==> config.mk <==
export PLATFORM = sky130hd
export DESIGN_NAME = control_mode_strap_decode
export DESIGN_NICKNAME = d
export VERILOG_FILES = /design/src/design/strap_pkg.sv /design/src/design/control_mode_strap_decode.sv
export SDC_FILE = /design/constraint.sdc
export NUM_CORES = 1
export LEC_CHECK = 0
export BUFFER_PORTS_ARGS = -buffer_cell sky130_fd_sc_hd__clkbuf_2
export CORE_ASPECT_RATIO = 1.2
export CORE_MARGIN = 4
export CORE_UTILIZATION = 56
export CTS_CLUSTER_SIZE = 40
export DETAILED_ROUTE_END_ITERATION = 12
export PLACE_DENSITY = 0.93
export SLEW_MARGIN = 5
export SYNTH_ARGS = -nofsm -noshare
export SYNTH_HDL_FRONTEND = slang
export SYNTH_SLANG_ARGS = --single-unit
==> constraint.sdc <==
create_clock -name sys_clk_i -period 5.2 [get_ports sys_clk_i]
set_input_delay 0.52 -clock sys_clk_i [delete_from_list [all_inputs] [get_ports sys_clk_i]]
set_output_delay 0.52 -clock sys_clk_i [all_outputs]
set_load 0.02 [all_outputs]
==> src/design/strap_pkg.sv <==
// shared constants and carrier types for the control-mode strap decoder
package strap_pkg;

	// decoded control interface
	typedef enum logic [1:0] {
		CTRL_HARDWARE,
		CTRL_SERIAL,
		CTRL_PARALLEL
	} ctrl_mode_e;

	// line code choice in hardware mode
	typedef enum logic [1:0] {
		CODE_AMI,
		CODE_B8ZS,
		CODE_HDB3
	} line_code_e;

	// termination impedance choice in hardware mode
	typedef enum logic [1:0] {
		IMP_75,
		IMP_100,
		IMP_110,
		IMP_120
	} impedance_e;

	// line standard in use
	typedef enum logic [1:0] {
		STD_E1,
		STD_T1,
		STD_J1
	} line_std_e;

	// raw strap pins after synchronisation
	typedef struct packed {
		logic [1:0] level;
		logic mux_sel;
		logic bus_style;
		logic code_sel;
		logic imp_sel;
	} strap_pins_s;

	// decoded strap settings
	typedef struct packed {
		ctrl_mode_e mode;
		logic mux_shared;
		logic strobe_split;
		line_code_e line_code;
		impedance_e impedance;
	} strap_cfg_s;

	// scan pins facing the test logic
	typedef struct packed {
		logic active;
		logic shift_en;
		logic clk;
	} scan_s;

	// register file: offsets
	localparam logic [3:0] MASTER_CONFIG_OFS = 4'h0;
	localparam logic [3:0] CLOCK_CONFIG_OFS = 4'h1;
	localparam logic [3:0] STATUS_OFS = 4'h2;

	// register file: field positions and reset values
	localparam int AUX_EN_BIT = 0;
	localparam int CLK_SEL_W = 3;
	localparam logic [7:0] MASTER_CONFIG_RST = 8'h00;
	localparam logic [7:0] CLOCK_CONFIG_RST = 8'h00;

	// three-level pin encoding: 00 low, 01 mid, 1x high
	localparam logic [1:0] LEVEL_LOW = 2'h0;
	localparam logic [1:0] LEVEL_MID = 2'h1;

	// cycles after reset release before the straps are latched
	localparam int SETTLE_CYCLES = 4;

endpackage

==> src/design/control_mode_strap_decode.sv <==
// control-mode strap decoder, auxiliary clock gate and scan pin reuse
//
// Functional notes
// - three-level select: hardware, serial, parallel host
// - parallel mode: multiplex pin high means shared bus
// - parallel mode: bus style low direction-line, high strobes
// - hardware mode: code high AMI, else B8ZS/HDB3
// - impedance 0: 75/100 ohm, 1: 120/110 ohm
// - variant 120 inverts the E1 impedance mapping
// - aux clock driven only when register enables it
// - aux clock always off in hardware mode
// - scan test entered when test select high
// - scan mode reuses loss pin 8 as shift enable
// - scan mode reuses loss pin 7 as scan clock
`timescale 1ns/1ns
`default_nettype none
module control_mode_strap_decode #(
	parameter int DIV_W = 8,
	parameter bit VARIANT_120 = 1'b0
) (
	// clock and reset
	input wire logic sys_clk_i,
	input wire logic rst_n_i,
	// strap pins, asynchronous
	input wire strap_pkg::strap_pins_s pins_i,
	input wire logic [1:0] line_std_i,
	// scan pins, asynchronous; test select relies on the board pull-down
	input wire logic scan_mode_i,
	input wire logic loss_pin_7_i,
	input wire logic loss_pin_8_i,
	// loss-of-signal outputs from the detectors
	input wire logic [7:0] loss_detect_i,
	output logic [7:0] loss_of_signal_o,
	output logic [7:0] loss_of_signal_oe_o,
	// register port
	input wire logic [3:0] addr_i,
	input wire logic [7:0] wdata_i,
	input wire logic wr_i,
	input wire logic rd_i,
	output logic [7:0] rdata_o,
	// decoded settings and scan view
	output strap_pkg::strap_cfg_s cfg_o,
	output logic cfg_valid_o,
	output strap_pkg::scan_s scan_o,
	// auxiliary clock pin
	output logic aux_clock_out_o,
	output logic aux_clock_oe_o
);
	import strap_pkg::*;

	// whole module state
	typedef struct packed {
		strap_pins_s pins_m;
		strap_pins_s pins_s;
		logic [1:0] std_m;
		logic [1:0] std_s;
		logic [2:0] scan_m;
		logic [2:0] scan_s;
		logic [2:0] settle;
		logic latched;
		strap_cfg_s cfg;
		logic [7:0] master_config_reg;
		logic [7:0] clock_config_reg;
		logic [7:0] rdata;
		logic [DIV_W-1:0] div_cnt;
		logic aux_clk;
		logic aux_oe;
	} state_s;

	state_s st;
	state_s next_st;
	strap_cfg_s dec;
	logic [DIV_W-1:0] half_period;

	// decode the synchronised straps
	always_comb
	begin
		dec = '0;
		if (st.pins_s.level == LEVEL_LOW)
			dec.mode = CTRL_HARDWARE;
		else if (st.pins_s.level == LEVEL_MID)
			dec.mode = CTRL_SERIAL;
		else
			dec.mode = CTRL_PARALLEL;
		if (dec.mode == CTRL_PARALLEL)
		begin
			dec.mux_shared = st.pins_s.mux_sel;
			dec.strobe_split = st.pins_s.bus_style;
		end
		if (dec.mode == CTRL_HARDWARE)
		begin
			if (st.pins_s.code_sel)
				dec.line_code = CODE_AMI;
			else if (st.std_s == 2'(STD_E1))
				dec.line_code = CODE_HDB3;
			else
				dec.line_code = CODE_B8ZS;
			if (st.std_s == 2'(STD_E1))
				dec.impedance = (st.pins_s.imp_sel ^ VARIANT_120) ? IMP_120 : IMP_75;
			else if (st.std_s == 2'(STD_J1))
				dec.impedance = st.pins_s.imp_sel ? IMP_110 : IMP_100;
			else
				dec.impedance = st.pins_s.imp_sel ? IMP_110 : IMP_100;
		end
	end

	// divider half period from the clock configuration register
	assign half_period = DIV_W'(st.clock_config_reg[CLK_SEL_W-1:0]) + DIV_W'(1);

	// next-state logic
	always_comb
	begin
		next_st = st;
		// two-stage synchronisers for every pin
		next_st.pins_m = pins_i;
		next_st.pins_s = st.pins_m;
		next_st.std_m = line_std_i;
		next_st.std_s = st.std_m;
		next_st.scan_m = {scan_mode_i, loss_pin_8_i, loss_pin_7_i};
		next_st.scan_s = st.scan_m;
		// latch straps once after release, then hold
		if (!st.latched)
		begin
			if (st.settle == 3'(SETTLE_CYCLES - 1))
			begin
				next_st.cfg = dec;
				next_st.latched = 1'b1;
			end
			else
				next_st.settle = st.settle + 3'h1;
		end
		// register writes
		if (wr_i)
		begin
			case (addr_i)
				MASTER_CONFIG_OFS: next_st.master_config_reg = wdata_i;
				CLOCK_CONFIG_OFS: next_st.clock_config_reg = wdata_i;
				default: ;
			endcase
		end
		// register reads, data one cycle later
		if (rd_i)
		begin
			case (addr_i)
				MASTER_CONFIG_OFS: next_st.rdata = st.master_config_reg;
				CLOCK_CONFIG_OFS: next_st.rdata = st.clock_config_reg;
				STATUS_OFS: next_st.rdata = {3'h0, st.latched, st.cfg.strobe_split,
					st.cfg.mux_shared, st.cfg.mode};
				default: next_st.rdata = 8'h00;
			endcase
		end
		else
			next_st.rdata = 8'h00;
		// auxiliary clock: enabled by register, never in hardware mode
		next_st.aux_oe = st.latched && st.master_config_reg[AUX_EN_BIT]
			&& (st.cfg.mode != CTRL_HARDWARE);
		if (!next_st.aux_oe)
		begin
			next_st.div_cnt = '0;
			next_st.aux_clk = 1'b0;
		end
		else if (st.div_cnt + DIV_W'(1) >= half_period)
		begin
			next_st.div_cnt = '0;
			next_st.aux_clk = !st.aux_clk;
		end
		else
			next_st.div_cnt = st.div_cnt + DIV_W'(1);
	end

	// state register
	always_ff @(posedge sys_clk_i or negedge rst_n_i)
	begin
		if (!rst_n_i)
		begin
			st <= '0;
			st.master_config_reg <= MASTER_CONFIG_RST;
			st.clock_config_reg <= CLOCK_CONFIG_RST;
		end
		else
			st <= next_st;
	end

	// scan pin reuse
	assign scan_o.active = st.scan_s[2];
	assign scan_o.shift_en = st.scan_s[2] & st.scan_s[1];
	assign scan_o.clk = st.scan_s[2] & st.scan_s[0];

	// loss pins 7 and 8 become inputs during scan
	always_comb
	begin
		loss_of_signal_o = loss_detect_i;
		loss_of_signal_oe_o = 8'hff;
		if (st.scan_s[2])
		begin
			loss_of_signal_o[7:6] = 2'h0;
			loss_of_signal_oe_o[7:6] = 2'h0;
		end
	end

	// outputs
	assign cfg_o = st.cfg;
	assign cfg_valid_o = st.latched;
	assign rdata_o = st.rdata;
	assign aux_clock_out_o = st.aux_clk;
	assign aux_clock_oe_o = st.aux_oe;

	// checks
	a_aux_hw_off: assert property (@(posedge sys_clk_i) disable iff (!rst_n_i)
		(st.cfg.mode == CTRL_HARDWARE) |-> !aux_clock_oe_o)
		else $error("aux clock enabled in hardware mode");
	a_aux_needs_en: assert property (@(posedge sys_clk_i) disable iff (!rst_n_i)
		aux_clock_oe_o |-> $past(st.master_config_reg[AUX_EN_BIT]))
		else $error("aux clock driven without enable");
	a_aux_quiet_off: assert property (@(posedge sys_clk_i) disable iff (!rst_n_i)
		!aux_clock_oe_o |-> !aux_clock_out_o)
		else $error("aux clock toggles while disabled");
	a_cfg_held: assert property (@(posedge sys_clk_i) disable iff (!rst_n_i)
		cfg_valid_o |=> (cfg_valid_o && $stable(cfg_o)))
		else $error("latched straps changed");
	a_cfg_latch_time: assert property (@(posedge sys_clk_i) disable iff (!rst_n_i)
		$rose(cfg_valid_o) |-> !$past(cfg_valid_o, 3))
		else $error("straps latched too early");
	// parallel port options follow the synchronised pins at the latch edge
	a_mux_select: assert property (@(posedge sys_clk_i) disable iff (!rst_n_i)
		$rose(cfg_valid_o) && (cfg_o.mode == CTRL_PARALLEL) |-> cfg_o.mux_shared == $past(st.pins_s.mux_sel))
		else $error("multiplex select decode wrong");
	a_strobe_style: assert property (@(posedge sys_clk_i) disable iff (!rst_n_i)
		$rose(cfg_valid_o) && (cfg_o.mode == CTRL_PARALLEL) |-> cfg_o.strobe_split == $past(st.pins_s.bus_style))
		else $error("bus style decode wrong");
	// e1 termination follows the pin, inverted on the 120 ohm variant
	a_e1_impedance: assert property (@(posedge sys_clk_i) disable iff (!rst_n_i)
		$rose(cfg_valid_o) && (cfg_o.mode == CTRL_HARDWARE) && ($past(st.std_s) == 2'(STD_E1))
		|-> (cfg_o.impedance == IMP_120) == ($past(st.pins_s.imp_sel) ^ VARIANT_120))
		else $error("e1 impedance decode wrong");
	// scan entry follows the synchronised test select
	a_scan_entry: assert property (@(posedge sys_clk_i) disable iff (!rst_n_i)
		scan_o.active |-> $past(st.scan_m[2]))
		else $error("scan entered without test select");
	a_mode_decode: assert property (@(posedge sys_clk_i) disable iff (!rst_n_i)
		$rose(cfg_valid_o) |-> (cfg_o.mode == CTRL_HARDWARE) == ($past(st.pins_s.level) == LEVEL_LOW))
		else $error("hardware mode decode wrong");
	a_parallel_only: assert property (@(posedge sys_clk_i) disable iff (!rst_n_i)
		(cfg_o.mode != CTRL_PARALLEL) |-> !(cfg_o.mux_shared || cfg_o.strobe_split))
		else $error("parallel options outside parallel mode");
	a_scan_enable: assert property (@(posedge sys_clk_i) disable iff (!rst_n_i)
		scan_o.shift_en |-> (scan_o.active && loss_of_signal_oe_o[7] == 1'b0))
		else $error("scan enable outside scan mode");
	a_scan_clock: assert property (@(posedge sys_clk_i) disable iff (!rst_n_i)
		!scan_o.active |-> (!scan_o.clk && loss_of_signal_oe_o[6]))
		else $error("scan clock outside scan mode");
	a_ami_code: assert property (@(posedge sys_clk_i) disable iff (!rst_n_i)
		$rose(cfg_valid_o) && ($past(st.pins_s.level) == LEVEL_LOW) && $past(st.pins_s.code_sel)
		|-> cfg_o.line_code == CODE_AMI)
		else $error("line code decode wrong");

endmodule
`default_nettype wire

==> results.md <==
* Via-per-instance ratio at 4.93
* Crit. End Element: flip-flop
* IO Port Bufs at 54
* Row Count at 28
* Initial Util at between 50% and 60%
* Minimum clock period at 1.97 ns
* Synth Cell Area at about 2800 um2
* Status: completed
* Io pins at 73
* Cell chain of the critical path: ha_1 -> ha_1 -> a21o_1 -> a21oi_1 -> o221ai_2 -> mux2_4
* Largest cells by area after synthesis: dfrtp_1 60%, buf_4 8.2%, mux2_2 7.1%, ha_1 3.5%, mux2i_1 2.8%
* Hold Path End: next_st[46]
* Final Max Tran Viols at 0
* Total congestion overflow at 0
* Register area share after synthesis at roughly three fifths
* Count leader, synth: dfrtp_1
* Cts repair resizes at 0
* Critical-path top delay cell: dfrtp_1
* Final period util at about 38%
* Post-synth ARST share at 100%
* Register-to-register setup slack at approximately 3.2 ns
* Worst Path Buf+Inv at 0
* Post-synth EDFFs at 0
* Final #Nets at 309
* Final Hold Slack at 0.283 ns
* Placed cell area at just under 3000 um2
* Hold path startpoint: loss_pin_7_i
* Drt first pass iters at 4
* Final hold vios at 0
* Synth Area per Inst at between 10 and 15 um2
* Most frequent cells after synthesis: 68 x dfrtp_1, 31 x buf_4, 20 x nor2_1
* Post-DP HPWL at around 3200 um
* Reg-to-reg endpoint: aux_clock_out_o
* Share of cells above drive strength 1 at 35.4%
* PwrDens at 353 nW/um2
* Number of antenna violations at the first check in global routing at 0
* N_diodes at 0
* Leading area contributor after synthesis: dfrtp_1
* Routed WL per cell at 13.1 um
* Top cell by count, worst path: ha_1
* R2R depth at 6
* Crit Path Category: flip-flop to flip-flop
* VDD IR max at 0.187 mV
* CTS Buf Count at 9
* Worst-Margin Slew at roughly 0.8 ns
* Global-route wire length before repair at 7100 um
* Largest stage delay on the critical path at between 0.4 and 0.5 ns
* Top-area cell type share of the netlist area at approximately three fifths
* Yosys cell types at 36
* H-Tree Depth at 3
* Gp weighted congestion at 0.888
* Relative slew slack at a little under half
* Critical Path Source Type: flip-flop
* Arr. time, crit path at 2.19 ns
* Post-CTS Setup Inserts at 0
* RSZ-0062 raised after global routing: no
* Maximum number of pins on one net before global-route repair at 69
* FF+latch count, synth at about 70
* DRT Wirelength at around 4300 um
* CTS sink cnt at 68
* Setup TNS at 0 ns
* Root buffer cell: clkbuf_8
* Hold Path Stages at 1
* Residual DRC at 0
* Hold Path Class: input port to flip-flop
* Vias in the first global route at 1573
* CP required at 5.42 ns
* R2r startpoint: st[2]
* Hold buffers post-CTS at 0
* Fmax at 507 MHz
* CTS tree: done
* Worst Setup SP: st[2]
* ANT nets after route at 0
* Global-route usage over all layers at ~15%
* Core ar. at slightly below 5000 um2
* Pleak at 1.59 nW
* Final Skew at roughly 0.0075 ns
* CP max FO at 5
* Initial DRC count at 71
* Yosys Warn Count at 0
* Worst-skew pair later-pin latency at 0.34 ns
* Final Setup Violations at 0
* Mapped Cells at ~230
* CP top delay family: adder cells
* Die Area at 6280 um2
* Max Buffers Root-to-Sink at 2
* Die Span X at between 70 and 80 um
* Clock-pin slew on the worst setup and hold paths at 0.07 ns
* Cell area after layout at around 3200 um2
* Die Height at approximately 86 um
* Max Cap Viol at 0
* Vias after detailed routing at about 1600
* Ys flop type: dfrtp_1
* Area Overhead vs Synth at 11.1%
registers in the layout (all words and copies together), names as in the netlist:
signal,count
aux_clock_oe_o,1
aux_clock_out_o,1
cfg_o,8
scan_o,1
next_st,11
st,37
rdata_o,8
cfg_valid_o,1
worst max path at each step:
stage / cells past startpoint / endpoint / slack [ns]
5_1_grt: 6 / aux_clock_out_o / 3.12
4_1_cts: 6 / aux_clock_out_o / 3.23
3_3_place_gp: 6 / aux_clock_out_o / 3.28
3_5_place_dp: 6 / aux_clock_out_o / 3.23
6_report: 6 / aux_clock_out_o / 3.23
2_1_floorplan: 6 / aux_clock_out_o / 3.33
per-layer routing:
metal	wire length, um	track usage, %
met5	0	0
met3	382	6.33
met1	1690	17.2
met4	133	8.72
met2	2120	24.1
placed cells by master (no fill, tap or decap), types with 3 or more instances in the layout:
cell type	Yosys	routed
clkbuf_8	0	10
nand2b_1	3	3
inv_1	7	7
nand2_1	12	12
clkbuf_2	0	53
o21ai_0	4	4
clkinv_2	0	3
nor2b_1	3	3
mux2i_1	8	8
dfrtp_1	68	68
a21oi_1	6	6
nor2_1	20	20
mux2_2	18	18
nand3_1	4	4
conb_1	2	10
xnor2_1	6	6
ha_1	8	8
where the power goes:
part	leakage [nW]	switching, mW	internal (mW)
logic	0.658	0.0729	0.0657
clock network	0.0920	0.190	0.185
registers	0.837	0.0278	0.575
stage by stage:
stage               cells  worst slack (ns)  power (mW)  util (%)
finish                331              3.23        1.12      63.9
global route          331              3.12        1.18      63.9
CTS                   331              3.23        1.13      63.9
detailed placement    315              3.23       0.753      60.3
global placement      315              3.28       0.744      60.3
floorplan             234              3.33       0.717         -
cells by family after synthesis:
family / count (synthesis) / synth area share (%)
AOI/OAI and AO/OA: 19 / 4.54
other: 2 / 0.264
DFF: 68 / 59.9
xor gates and xnor gates: 7 / 2.16
adders and majority gates: 8 / 3.52
buffers and inverters: 41 / 9.56
muxes: 27 / 10.5
and+or+nand+nor: 54 / 9.60
layout make-up:
type                    instances  area (um2)
well taps                      60        75.1
repair buffers                 55         278
inverters                       7        26.3
clock buffers                  10         138
multi-input cells             125         898
clock inverters                 6        40.0
flip-flops and latches         68        1700
fillers                       400        1780
No activity file was read; power rests on OpenSTA's default activity.
